File: src/crs_pkg.sv
// Shared constants and types for the CPU register set.
package crs_pkg;
	// ==========================================================
	// Widths
	localparam int unsigned CRS_DW = 32; // Register width
	localparam int unsigned CRS_AW = 5; // Register port address width
	localparam int unsigned CRS_MACW = 64; // Multiply-accumulate width
	localparam int unsigned CRS_FPN = 5; // Floating-point exception count
	localparam int unsigned CRS_EVN = 3; // Interrupt event count
	// ==========================================================
	// Register port indices
	localparam logic [4:0] CRS_A_GPR0 = 5'h00; // Active stack pointer
	localparam logic [4:0] CRS_A_ISTK = 5'h10; // Interrupt stack pointer
	localparam logic [4:0] CRS_A_USTK = 5'h11; // User stack pointer
	localparam logic [4:0] CRS_A_VTB = 5'h12; // Vector table base
	localparam logic [4:0] CRS_A_PC = 5'h13;
	localparam logic [4:0] CRS_A_STW = 5'h14; // Status word
	localparam logic [4:0] CRS_A_SVPC = 5'h15; // Saved program counter
	localparam logic [4:0] CRS_A_SVSTW = 5'h16; // Saved status word
	localparam logic [4:0] CRS_A_FVEC = 5'h17; // Fast vector address
	localparam logic [4:0] CRS_A_FPST = 5'h18; // Floating-point status word
	localparam logic [4:0] CRS_A_MACHI = 5'h19; // Bits 63..32
	localparam logic [4:0] CRS_A_MACLO = 5'h1a; // Read and write bits 31..0
	localparam logic [4:0] CRS_A_MACMI = 5'h1b; // Read bits 47..16
	localparam logic [4:0] CRS_A_IRQST = 5'h1c; // Read clears
	localparam logic [4:0] CRS_A_IRQMSK = 5'h1d;
	// ==========================================================
	// Field positions
	localparam int unsigned CRS_STW_U = 17; // Stack select bit
	localparam int unsigned CRS_FP_C = 0; // Cause flags base
	localparam int unsigned CRS_FP_E = 5; // Trap enables base
	localparam int unsigned CRS_FP_F = 10; // Sticky flags base
	localparam int unsigned CRS_EV_FINT = 0; // Fast interrupt taken
	localparam int unsigned CRS_EV_FPTRAP = 1; // Enabled FP exception
	localparam int unsigned CRS_EV_FPMSK = 2; // Masked FP exception
	// ==========================================================
	// Reset values
	localparam logic [31:0] CRS_RST_WORD = 32'h0000_0000;
	localparam logic [63:0] CRS_RST_MAC = 64'h0000_0000_0000_0000;
	localparam logic [2:0] CRS_RST_MSK = 3'h0;
	// ==========================================================
	// Carriers
	typedef struct packed {
		logic valid; // One-cycle load strobe
		logic [31:0] value; // New value
	} crs_load_t;
	typedef struct packed {
		logic valid; // Product-type instruction retires
		logic [63:0] result; // Full accumulator result
	} crs_mac_t;
endpackage : crs_pkg

File: src/crs_register_set.sv
// CPU architectural register set with register port and interrupt flags.
`timescale 1ns/1ps
`default_nettype none
// What this block does
// - Sixteen general, nine control, one accumulator register
// - General registers one to fifteen interchangeable
// - Register zero is the active stack pointer
// - Stack select bit picks interrupt or user pointer
// - Vector table base holds table start address
// - Program counter holds executing instruction address
// - Fast interrupt saves program counter copy
// - Fast interrupt saves status word copy
// - Fast interrupt branches to fast vector address
// - Enabled exception sets its cause flag
// - Disabled exception is masked, no handler
// - Sticky exception flags accumulate until cleared
// - Accumulator is 64 bits, DSP destination
// - Product instructions overwrite the accumulator
// - Move-to writes high or low half
// - Move-from reads high, middle or low word
module crs_register_set (
	input wire logic SYS_CLK_IN,
	input wire logic ARST_N_IN,
	input wire logic [crs_pkg::CRS_AW-1:0] ADDR_IN,
	input wire logic [crs_pkg::CRS_DW-1:0] WDATA_IN,
	input wire logic WR_IN,
	input wire logic RD_IN,
	input wire crs_pkg::crs_load_t PC_LOAD_IN,
	input wire logic FINT_ACCEPT_IN,
	input wire crs_pkg::crs_mac_t MAC_OP_IN,
	input wire logic [crs_pkg::CRS_FPN-1:0] FP_EXC_IN,
	output logic [crs_pkg::CRS_DW-1:0] RDATA_OUT,
	output logic [crs_pkg::CRS_DW-1:0] PC_OUT,
	output logic [crs_pkg::CRS_DW-1:0] STW_OUT,
	output logic [crs_pkg::CRS_DW-1:0] VTB_OUT,
	output logic [crs_pkg::CRS_DW-1:0] SP_OUT,
	output logic FINT_BRANCH_OUT,
	output logic FP_TRAP_OUT,
	output logic IRQ_OUT
);
	import crs_pkg::*;

	// ==========================================================
	// Reset release
	logic rst_s1_r; // First stage, read only by second
	logic rst_n_r; // Released reset used everywhere

	// Two flops so the release is clean against the clock
	always_ff @(posedge SYS_CLK_IN or negedge ARST_N_IN) begin
		if (!ARST_N_IN) begin
			rst_s1_r <= 1'b0;
			rst_n_r <= 1'b0;
		end else begin
			rst_s1_r <= 1'b1;
			rst_n_r <= rst_s1_r;
		end
	end

	// ==========================================================
	// Storage
	// Register zero has no storage: it aliases the selected stack pointer
	logic [31:0] gpr_r [1:15]; // General registers one to fifteen
	logic [31:0] istk_r; // Interrupt stack pointer
	logic [31:0] ustk_r; // User stack pointer
	logic [31:0] vtb_r; // Vector table base
	logic [31:0] pc_r; // Program counter
	logic [31:0] stw_r; // Status word
	logic [31:0] svpc_r; // Saved program counter
	logic [31:0] svstw_r; // Saved status word
	logic [31:0] fvec_r; // Fast vector address
	logic [4:0] fp_cause_r; // Cause flags
	logic [4:0] fp_en_r; // Trap enables
	logic [4:0] fp_sticky_r; // Accumulating flags
	logic [63:0] mac_r; // Multiply-accumulate register
	logic [2:0] irq_sts_r; // Sticky event bits
	logic [2:0] irq_msk_r; // Event mask
	logic [2:0] ev_nxt; // Events of this cycle

	// Decode one register-port index, used by both write and read
	function automatic logic hit(input logic [4:0] a, input logic [4:0] idx);
		hit = (a == idx);
	endfunction

	logic wr_sp; // Write to active stack pointer
	logic use_ustk; // Stack select currently user
	logic fp_trap_nxt; // Enabled exception this cycle
	logic fp_any; // Any exception this cycle
	assign use_ustk = stw_r[CRS_STW_U];
	assign wr_sp = WR_IN && hit(ADDR_IN, CRS_A_GPR0);
	assign fp_any = |FP_EXC_IN;
	assign fp_trap_nxt = |(FP_EXC_IN & fp_en_r);

	// ==========================================================
	// General registers one to fifteen
	// Same storage serves data or address use; no per-register role
	genvar gi;
	generate
		for (gi = 1; gi < 16; gi++) begin : g_gpr
			always_ff @(posedge SYS_CLK_IN or negedge rst_n_r) begin
				if (!rst_n_r) begin
					gpr_r[gi] <= CRS_RST_WORD;
				end else if (WR_IN && hit(ADDR_IN, 5'(gi))) begin
					gpr_r[gi] <= WDATA_IN;
				end
			end
		end
	endgenerate

	// ==========================================================
	// Stack pointers, banked behind register zero
	always_ff @(posedge SYS_CLK_IN or negedge rst_n_r) begin
		if (!rst_n_r) begin
			istk_r <= CRS_RST_WORD;
			ustk_r <= CRS_RST_WORD;
		end else begin
			// Direct write wins; the banked alias goes to the selected one
			// Alignment is left to software; any word value is kept as written
			if (WR_IN && hit(ADDR_IN, CRS_A_ISTK)) begin
				istk_r <= WDATA_IN;
			end else if (wr_sp && !use_ustk) begin
				istk_r <= WDATA_IN;
			end
			if (WR_IN && hit(ADDR_IN, CRS_A_USTK)) begin
				ustk_r <= WDATA_IN;
			end else if (wr_sp && use_ustk) begin
				ustk_r <= WDATA_IN;
			end
		end
	end

	// ==========================================================
	// Plain control registers
	always_ff @(posedge SYS_CLK_IN or negedge rst_n_r) begin
		if (!rst_n_r) begin
			vtb_r <= CRS_RST_WORD;
			stw_r <= CRS_RST_WORD;
			fvec_r <= CRS_RST_WORD;
		end else if (WR_IN) begin
			// Status word keeps its value across a fast interrupt
			if (hit(ADDR_IN, CRS_A_VTB)) begin
				vtb_r <= WDATA_IN;
			end
			if (hit(ADDR_IN, CRS_A_STW)) begin
				stw_r <= WDATA_IN;
			end
			if (hit(ADDR_IN, CRS_A_FVEC)) begin
				fvec_r <= WDATA_IN;
			end
		end
	end

	// ==========================================================
	// Program counter and fast interrupt backup
	// Fast interrupt outranks the unit's load and port writes
	always_ff @(posedge SYS_CLK_IN or negedge rst_n_r) begin
		if (!rst_n_r) begin
			pc_r <= CRS_RST_WORD;
			svpc_r <= CRS_RST_WORD;
			svstw_r <= CRS_RST_WORD;
		end else if (FINT_ACCEPT_IN) begin
			// Copies take the values of the interrupted instruction
			svpc_r <= pc_r;
			svstw_r <= stw_r;
			pc_r <= fvec_r;
		end else begin
			// The unit's own load outranks a port write to the counter
			if (PC_LOAD_IN.valid) begin
				pc_r <= PC_LOAD_IN.value;
			end else if (WR_IN && hit(ADDR_IN, CRS_A_PC)) begin
				pc_r <= WDATA_IN;
			end
			if (WR_IN && hit(ADDR_IN, CRS_A_SVPC)) begin
				svpc_r <= WDATA_IN;
			end
			if (WR_IN && hit(ADDR_IN, CRS_A_SVSTW)) begin
				svstw_r <= WDATA_IN;
			end
		end
	end

	// ==========================================================
	// Floating-point status word
	always_ff @(posedge SYS_CLK_IN or negedge rst_n_r) begin
		if (!rst_n_r) begin
			fp_cause_r <= 5'h00;
			fp_en_r <= 5'h00;
			fp_sticky_r <= 5'h00;
		end else begin
			// A port write loads all fields; a new exception replaces the cause and merges into the sticky flags
			if (WR_IN && hit(ADDR_IN, CRS_A_FPST)) begin
				fp_en_r <= WDATA_IN[CRS_FP_E +: CRS_FPN];
			end
			// Cause names the latest operation, so the handler sees its own
			if (fp_any) begin
				fp_cause_r <= FP_EXC_IN;
			end else if (WR_IN && hit(ADDR_IN, CRS_A_FPST)) begin
				fp_cause_r <= WDATA_IN[CRS_FP_C +: CRS_FPN];
			end
			// New exceptions win over a clearing write
			if (WR_IN && hit(ADDR_IN, CRS_A_FPST)) begin
				fp_sticky_r <= WDATA_IN[CRS_FP_F +: CRS_FPN] | FP_EXC_IN;
			end else begin
				fp_sticky_r <= fp_sticky_r | FP_EXC_IN;
			end
		end
	end

	// ==========================================================
	// Accumulator
	always_ff @(posedge SYS_CLK_IN or negedge rst_n_r) begin
		if (!rst_n_r) begin
			mac_r <= CRS_RST_MAC;
		end else if (MAC_OP_IN.valid) begin
			mac_r <= MAC_OP_IN.result;
		end else if (WR_IN && hit(ADDR_IN, CRS_A_MACHI)) begin
			mac_r[63:32] <= WDATA_IN;
		end else if (WR_IN && hit(ADDR_IN, CRS_A_MACLO)) begin
			mac_r[31:0] <= WDATA_IN;
		end
	end

	// ==========================================================
	// Read mux, registered so data stand the cycle after the strobe
	logic [31:0] rd_nxt; // Selected read value
	always_comb begin
		rd_nxt = 32'h0000_0000; // Unmapped reads as zero
		unique case (ADDR_IN)
			// Register zero reads whichever stack pointer is selected now
			CRS_A_GPR0: rd_nxt = use_ustk ? ustk_r : istk_r;
			CRS_A_ISTK: rd_nxt = istk_r;
			CRS_A_USTK: rd_nxt = ustk_r;
			CRS_A_VTB: rd_nxt = vtb_r;
			CRS_A_PC: rd_nxt = pc_r;
			CRS_A_STW: rd_nxt = stw_r;
			CRS_A_SVPC: rd_nxt = svpc_r;
			CRS_A_SVSTW: rd_nxt = svstw_r;
			CRS_A_FVEC: rd_nxt = fvec_r;
			CRS_A_FPST: begin
				rd_nxt[CRS_FP_C +: CRS_FPN] = fp_cause_r;
				rd_nxt[CRS_FP_E +: CRS_FPN] = fp_en_r;
				rd_nxt[CRS_FP_F +: CRS_FPN] = fp_sticky_r;
			end
			CRS_A_MACHI: rd_nxt = mac_r[63:32];
			CRS_A_MACLO: rd_nxt = mac_r[31:0];
			CRS_A_MACMI: rd_nxt = mac_r[47:16];
			CRS_A_IRQST: rd_nxt[2:0] = irq_sts_r;
			CRS_A_IRQMSK: rd_nxt[2:0] = irq_msk_r;
			CRS_A_IRQMSK + 5'h01,
			CRS_A_IRQMSK + 5'h02: rd_nxt = 32'h0000_0000;
			default: rd_nxt = gpr_r[ADDR_IN[3:0]];
		endcase
	end

	always_ff @(posedge SYS_CLK_IN or negedge rst_n_r) begin
		if (!rst_n_r) begin
			RDATA_OUT <= CRS_RST_WORD;
		end else if (RD_IN) begin
			RDATA_OUT <= rd_nxt;
		end else begin
			RDATA_OUT <= CRS_RST_WORD;
		end
	end

	// ==========================================================
	// Events, sticky status and mask
	always_comb begin
		ev_nxt = 3'h0;
		ev_nxt[CRS_EV_FINT] = FINT_ACCEPT_IN;
		ev_nxt[CRS_EV_FPTRAP] = fp_trap_nxt;
		ev_nxt[CRS_EV_FPMSK] = fp_any && !fp_trap_nxt;
	end

	// Read clears; an event in the same cycle survives
	always_ff @(posedge SYS_CLK_IN or negedge rst_n_r) begin
		if (!rst_n_r) begin
			irq_sts_r <= 3'h0;
			irq_msk_r <= CRS_RST_MSK;
		end else begin
			if (RD_IN && hit(ADDR_IN, CRS_A_IRQST)) begin
				irq_sts_r <= ev_nxt;
			end else begin
				irq_sts_r <= irq_sts_r | ev_nxt;
			end
			if (WR_IN && hit(ADDR_IN, CRS_A_IRQMSK)) begin
				irq_msk_r <= WDATA_IN[2:0];
			end
		end
	end

	// ==========================================================
	// Registered outputs; level interrupt lags status by one cycle
	always_ff @(posedge SYS_CLK_IN or negedge rst_n_r) begin
		if (!rst_n_r) begin
			IRQ_OUT <= 1'b0;
			FINT_BRANCH_OUT <= 1'b0;
			FP_TRAP_OUT <= 1'b0;
			PC_OUT <= CRS_RST_WORD;
			STW_OUT <= CRS_RST_WORD;
			VTB_OUT <= CRS_RST_WORD;
			SP_OUT <= CRS_RST_WORD;
		end else begin
			// Copies lag their registers by one cycle, traded for clean outputs
			IRQ_OUT <= |(irq_sts_r & irq_msk_r);
			FINT_BRANCH_OUT <= FINT_ACCEPT_IN;
			FP_TRAP_OUT <= fp_trap_nxt;
			PC_OUT <= pc_r;
			STW_OUT <= stw_r;
			VTB_OUT <= vtb_r;
			SP_OUT <= use_ustk ? ustk_r : istk_r;
		end
	end

	// ==========================================================
	// Checks
	// Fast interrupt: copies, branch pulse and target
	AST_SVPC_SAVE: assert property (@(posedge SYS_CLK_IN) disable iff (!rst_n_r)
		FINT_ACCEPT_IN |=> svpc_r == $past(pc_r))
		else $error("saved pc not captured");
	AST_SVSTW_SAVE: assert property (@(posedge SYS_CLK_IN) disable iff (!rst_n_r)
		FINT_ACCEPT_IN |=> svstw_r == $past(stw_r))
		else $error("saved status not captured");
	// Back-to-back accepts are legal, so the pulse is checked on its own
	AST_FINT_BRANCH: assert property (@(posedge SYS_CLK_IN) disable iff (!rst_n_r)
		FINT_ACCEPT_IN |=> FINT_BRANCH_OUT ##1 (PC_OUT == $past(fvec_r, 2)))
		else $error("fast branch target wrong");
	AST_FINT_QUIET: assert property (@(posedge SYS_CLK_IN) disable iff (!rst_n_r)
		!FINT_ACCEPT_IN |=> !FINT_BRANCH_OUT)
		else $error("fast branch pulse without accept");
	AST_PC_LOAD: assert property (@(posedge SYS_CLK_IN) disable iff (!rst_n_r)
		PC_LOAD_IN.valid && !FINT_ACCEPT_IN |=> pc_r == $past(PC_LOAD_IN.value))
		else $error("program counter load lost");
	// Control words, the banked stack pointer and idle read data
	AST_VEC_BASE: assert property (@(posedge SYS_CLK_IN) disable iff (!rst_n_r)
		WR_IN && ADDR_IN == CRS_A_VTB |=> vtb_r == $past(WDATA_IN))
		else $error("vector base write lost");
	AST_SP_WRITE: assert property (@(posedge SYS_CLK_IN) disable iff (!rst_n_r)
		wr_sp |=> ($past(use_ustk) ? ustk_r : istk_r) == $past(WDATA_IN))
		else $error("stack pointer alias write lost");
	AST_RDATA_IDLE: assert property (@(posedge SYS_CLK_IN) disable iff (!rst_n_r)
		!RD_IN |=> RDATA_OUT == 32'h0000_0000)
		else $error("read data outside its cycle");
	// Floating-point status
	AST_TRAP_ENABLED: assert property (@(posedge SYS_CLK_IN) disable iff (!rst_n_r)
		(FP_EXC_IN & fp_en_r) != 5'h00 |=> FP_TRAP_OUT && fp_cause_r == $past(FP_EXC_IN))
		else $error("enabled exception did not trap");
	AST_TRAP_MASKED: assert property (@(posedge SYS_CLK_IN) disable iff (!rst_n_r)
		(FP_EXC_IN & fp_en_r) == 5'h00 |=> !FP_TRAP_OUT)
		else $error("masked exception trapped");
	AST_STICKY: assert property (@(posedge SYS_CLK_IN) disable iff (!rst_n_r)
		!(WR_IN && ADDR_IN == CRS_A_FPST) |=> (fp_sticky_r & $past(fp_sticky_r)) == $past(fp_sticky_r))
		else $error("sticky flag dropped");
	// Accumulator and the banked stack pointer read
	AST_MAC_OVERWRITE: assert property (@(posedge SYS_CLK_IN) disable iff (!rst_n_r)
		MAC_OP_IN.valid |=> mac_r == $past(MAC_OP_IN.result))
		else $error("accumulator not overwritten");
	AST_MAC_HI_WRITE: assert property (@(posedge SYS_CLK_IN) disable iff (!rst_n_r)
		WR_IN && ADDR_IN == CRS_A_MACHI && !MAC_OP_IN.valid
		|=> mac_r == {$past(WDATA_IN), $past(mac_r[31:0])})
		else $error("accumulator high write wrong");
	AST_MAC_LO_WRITE: assert property (@(posedge SYS_CLK_IN) disable iff (!rst_n_r)
		WR_IN && ADDR_IN == CRS_A_MACLO && !MAC_OP_IN.valid
		|=> mac_r == {$past(mac_r[63:32]), $past(WDATA_IN)})
		else $error("accumulator low write wrong");
	AST_MAC_HIGH_READ: assert property (@(posedge SYS_CLK_IN) disable iff (!rst_n_r)
		RD_IN && ADDR_IN == CRS_A_MACHI |=> RDATA_OUT == $past(mac_r[63:32]))
		else $error("high read wrong");
	AST_MAC_MIDDLE: assert property (@(posedge SYS_CLK_IN) disable iff (!rst_n_r)
		RD_IN && ADDR_IN == CRS_A_MACMI |=> RDATA_OUT == $past(mac_r[47:16]))
		else $error("middle read wrong");
	AST_SP_BANK: assert property (@(posedge SYS_CLK_IN) disable iff (!rst_n_r)
		RD_IN && ADDR_IN == CRS_A_GPR0 |=> RDATA_OUT == ($past(use_ustk) ? $past(ustk_r) : $past(istk_r)))
		else $error("stack pointer bank wrong");
	// Main scenarios
	COV_FINT: cover property (@(posedge SYS_CLK_IN) disable iff (!rst_n_r) FINT_ACCEPT_IN);
	COV_TRAP: cover property (@(posedge SYS_CLK_IN) disable iff (!rst_n_r) FP_TRAP_OUT);
	COV_USTK: cover property (@(posedge SYS_CLK_IN) disable iff (!rst_n_r) wr_sp && use_ustk);
	COV_MASKED: cover property (@(posedge SYS_CLK_IN) disable iff (!rst_n_r) ev_nxt[CRS_EV_FPMSK]);

endmodule // crs_register_set
`default_nettype wire

File: config.mk
export PLATFORM = sky130hd
export DESIGN_NAME = crs_register_set
export DESIGN_NICKNAME = d
export VERILOG_FILES = /design/src/crs_pkg.sv /design/src/crs_register_set.sv
export SDC_FILE = /design/constraint.sdc
export NUM_CORES = 1
export LEC_CHECK = 0
export ABC_AREA = 1
export BUFFER_PORTS_ARGS = -buffer_cell sky130_fd_sc_hd__buf_2
export CAP_MARGIN = 10
export CORE_ASPECT_RATIO = 0.7
export CORE_MARGIN = 2
export CORE_UTILIZATION = 45
export CTS_CLUSTER_DIAMETER = 60
export CTS_CLUSTER_SIZE = 12
export DETAILED_ROUTE_END_ITERATION = 8
export GPL_ROUTABILITY_DRIVEN = 1
export HOLD_SLACK_MARGIN = 0.05
export PLACE_DENSITY = 0.58
export REMOVE_ABC_BUFFERS = 1
export SLEW_MARGIN = 25
export SYNTH_ARGS = -nofsm -noshare
export SYNTH_HDL_FRONTEND = slang
export SYNTH_SLANG_ARGS = --single-unit
File: constraint.sdc
create_clock -name SYS_CLK_IN -period 85.8 [get_ports SYS_CLK_IN]
set_clock_uncertainty 0.2 [all_clocks]
set_input_delay 0 -clock SYS_CLK_IN [delete_from_list [all_inputs] [get_ports SYS_CLK_IN]]
set_output_delay 0 -clock SYS_CLK_IN [all_outputs]
set_load 0.01 [all_outputs]
Yosys cells after proc, flatten, opt, wreduce, memory -nomap -nowiden. Index checks and enable logic that the tools add are counted.

Output and inout bits: 163. Bits in registers: 986. Input port bits: 145.

Reduce and logical (&&, ||, !) cells: 50. Bitwise logic cells: 6. $lt $le $gt $ge: 1. Multiplexer cells: 27. Equal/unequal tests: 32.

Operators by type and width (number): two-way mux 32 bit (18); one-hot mux 17 bit (13 select lines) (1); one-hot mux 12 bit (14 select lines) (1); binary-select mux 32 bit (select 4 bit) (1); equality test 5 bit, second input constant (16); two-way mux 64 bit (1); one-hot mux 3 bit (16 select lines) (1); equality test 5 x 4 -> 1 bit, second input constant (8); logical AND 1 bit (29); equality test 5 x 3 -> 1 bit, second input constant (4); two-way mux 5 bit (3); OR reduction 5 bit (3); nonzero test 2 bit (7); equality test 5 x 2 -> 1 bit, second input constant (2); OR 5 bit (2); AND reduction 2 bit (4); AND 5 bit (1); equality test 5 x 1 -> 1 bit, second input constant (1); greater-or-equal comparator 5 bit, second input constant (1); zero test 5 bit (1); inverter 4 -> 5 bit (1); OR reduction 4 bit (1); AND 3 bit (1); two-way mux 3 bit (1); 6 further kinds (7).

Longest topological paths before layout.
Depth after elaboration: 6. Mapped depth: 13. Mapped depth without buffers: 10.

Worst setup path after synthesis. OpenSTA, ideal clock, no wires.

Kind: reg-to-reg. From: reg stw_r[17]. To: reg RDATA_OUT[25] in the netlist's numbering. Clock period less this slack: 1755 ps. Library setup time: 117 ps. Arrival: 1438 ps. Data required time: 85483 ps. Path slack: 84045 ps. Path buffers: 2. Cell stages (with the launch flop): 12. Cell sequence: dfrtp_1 > clkbuf_1 > clkinv_1 > clkbuf_1 > nand2_1 > o21ai_0 > nand2_1 > o21ai_0 > nor2_1 > nand2_1 > nor2_1 > nor2_1.

Cells in the longest elaborated chain, start to end: 3.

Ends and longest elaborated chain: from (decl) (RTL line crs_register_set.sv:67) `logic [31:0] stw_r;`; from (signal assigned) (RTL line crs_register_set.sv:136) `stw_r <= CRS_RST_WORD;`; from (signal assigned) (RTL line crs_register_set.sv:144) `stw_r <= WDATA_IN;`; two-way mux 32 bit (RTL line crs_register_set.sv:229) `CRS_A_GPR0: rd_nxt = use_ustk ? ustk_r : istk_r;`; one-hot mux 17 bit (13 select lines) (RTL line crs_register_set.sv:227) `unique case (ADDR_IN)`; two-way mux 32 bit (RTL line crs_register_set.sv:257) `end else if (RD_IN) begin`; to (signal assigned) (RTL line crs_register_set.sv:258) `RDATA_OUT <= rd_nxt;`; to (decl) (RTL line crs_register_set.sv:32) `output logic [crs_pkg::CRS_DW-1:0] RDATA_OUT,`.

Every way passes these cells. A chain may end at the register's enable or synchronous reset.

Worst setup path in the final report.
From: in ADDR_IN[0] in the netlist's numbering. To: reg mac_r[42].

Cells in the longest elaborated chain, start to end: 3.

Ends and longest elaborated chain: from (decl) (RTL line crs_register_set.sv:24) `input wire logic [crs_pkg::CRS_AW-1:0] ADDR_IN,`; equality test 5 bit (RTL line crs_register_set.sv:81) `hit = (a == idx);`; logical AND 1 bit (RTL line crs_register_set.sv:215) `end else if (WR_IN && hit(ADDR_IN, CRS_A_MACHI)) begin`; nonzero test 2 bit (no source line); to (signal assigned) (RTL line crs_register_set.sv:214) `mac_r <= MAC_OP_IN.result;`; to (decl) (RTL line crs_register_set.sv:74) `logic [63:0] mac_r;`.

Every way passes these cells.

==> reports/metrics.cfg <==
[run_status]
status = finished, final reports clean

[die]
dieArea_um2 = 104000
die_h_um = 271
die_x_um = 385
core-area_um2 = 100000
row_count = 97
io_pins = 308
initial_core_util_pct = 45.6

[yosys]
synth-seq-cells = 986
ys_types = 34
synth_edf_count = 0
netlist_instances = 6123
ys_warn_count = 0
syn_avg_cell_area_um2 = 7.48
yosys_most_used_dff = dfrtp_1
synth_area_um2 = 45800
ys_async_sr_fraction_pct = 100
ys_seq_area_share_pct = 53.9

[min_path]
min-delay-start = PC_LOAD_IN[15]
worst_hold_path_type = input port to flop
hold_depth = 6

[final_layout]
layout.nets = 6678
reg.largest.list = gpr_r: 480 flops, mac_r: 64 flops
mostFrequentLayoutCell = nand2_1
final_cell_mix = 2,578 x nand2_1, 985 x dfrtp_1, 761 x o21ai_0
largest_register_ffs = 480
final_area_um2 = 53900
largest-register = gpr_r
drive_gt1_share_pct = 8.87
area_growth_syn_to_layout_pct = 17.8
n_fill_cell = 9737

[sta]
layout_min_cycle_time_ps = 4390
timing.hold.ws_ps = 88.9
rsz0062_at_grt = no
finalHoldViolations = 0
setup_tns_ps = 0
setup_viol = 0
max_freq_ghz = 0.228
relSlewSlack_pct = 19.6
tightest_slew_ps = 1200
finalMaxSlewViolations = 0
min_period_over_period_pct = 5.11
fin_ws_ps = 81410

[global_route]
antenna_found_initial = 6
grt_pass1_vias = 38400
grt_start_max_net_pins = 156
busiest_layer = met2
grt_usage_pct = 30.1
global_route.usage.met3_pct = 4.88
gr-total-overflow = 0
grt_pass1_wl_um = 238000
met1_usage_pct = 44.8
use_met2_pct = 45.4

[drt]
vias_per_cell = 5.19
wl_per_cell_um = 19.9
drt_drc_violations_left = 0
firstDrtPassIters = 6
vias = 40800
ant_nets = 0
wl_um = 157000
drtIter0Drc = 4003

[setup_path]
r2r_setup_slack_ps = 81770
critPathKind = input port to flop
r2r_cells = 4
cp-startpoint = ADDR_IN[0]
cp_max_fo = 68
required_ps = 86210
crit_end = mac_r[42]
cp.arrival_ps = 4800
crit_path_end_kind = flop
worst_setup_path_start_kind = input port
r2r_end = fvec_r[15]
r2r-start = rst_n_r

[placement]
pre_cts_ws_ps = 81530
hpwl_um = 90600
portBuffers = 307
gp_congestion = 0.878
placed_area_um2 = 48300

[clock_tree]
clock_latency_ps = 680
tritoncts = yes
cts_buffers = 92
clock_sinks = 986
clk_path_buf_depth = 3
path_clk_slew_ps = 60
root_buffer = clkbuf_16
ctsHtreeMaxLevel = 3
cts_resized = 0

[power_and_ir_drop]
powerDensity_nw_per_um2 = 21.6
irDropWorstVdd_uv = 13.5
power.total_uw = 1170
p_leak_uw = 0.0279

[flow_run]
maxCapViolations = 0

## through the flow
| stage | std cells | util [%] |
|---|---|---|
| 3_5_place_dp | 7458 | 48.0 |
| 5_1_grt | 7876 | 53.7 |
| 2_1_floorplan | 5730 | - |
| 4_1_cts | 7872 | 53.6 |
| 3_3_place_gp | 7458 | 48.0 |
| 6_report | 7877 | 53.7 |
## synth_stat cells (all sizes together), types with 15 or more instances
cell,count,area (um^2)
a22oi,15,113
clkbuf,304,1140
o21ai,874,4380
or2,32,200
nor2,376,1470
nand3,49,250
dfrtp,986,24700
nand2,2594,9740
a21oi,234,1180
inv,551,2070
buf,89,428
## worst min path at each step
| stage | end | slack [ps] |
|---|---|---|
| 4_1_cts | pc_r[7] | 50 |
| 2_1_floorplan | rst_n_r | -500 |
| 3_3_place_gp | rst_s1_r | -410 |
| 3_5_place_dp | rst_s1_r | -410 |
| 5_1_grt | FINT_BRANCH_OUT | 90 |
| 6_report | pc_r[15] | 90 |
## power by group
group          leakage, uW  total, uW  internal, uW  switching [uW]
logic               0.0141        202          77.6             124
clock network      0.00119        373           197             175
registers           0.0126        593           544            49.0
## per-layer routing
metal,share of wire [%],wire [um]
met5,0.038,60
met1,46,71700
met2,44,68500
met3,7.9,12400
met4,2.7,4220
## layout make-up
class / count / area, um^2 / share of cell area (%)
clock inverter: 3 / 46.3 / 0.0858
inverter: 552 / 2080 / 3.86
antenna: 2 / 5.00 / 0.00928
timing repair buffer: 709 / 5450 / 10.1
sequential: 986 / 24700 / 45.8
tap: 1336 / 1670 / 3.10
clock buffer: 97 / 2380 / 4.42
multi-input combinational: 4192 / 17600 / 32.7
## kinds of logic (layout without fill, tap and decap cells)
logic type	after synthesis	count (layout)	synth area share, %
other	1	3	0.00819
and+or+nand+nor	3062	3062	25.7
DFF	986	986	53.9
AOI/OAI and AO/OA	1129	1129	12.5
buffers and inverters	945	1361	7.95
## critical path, cell delays in order
cell and delay [ps]:
dlygate4sd3_1 540, buf_6 430, buf_4 750, nand2_1 220
nor2_1 250, nand2_2 540, nor2_4 770, nor2_4 160
buf_4 280, o21ai_0 190, dlygate4sd3_1 560
## what timing repair did
action                                 4_1_cts  5_1_grt
hold buffers                               314        0
endpoints found under the hold margin      849        0
setup buffers                                0        0
No activity file was read; power rests on OpenSTA's default activity.
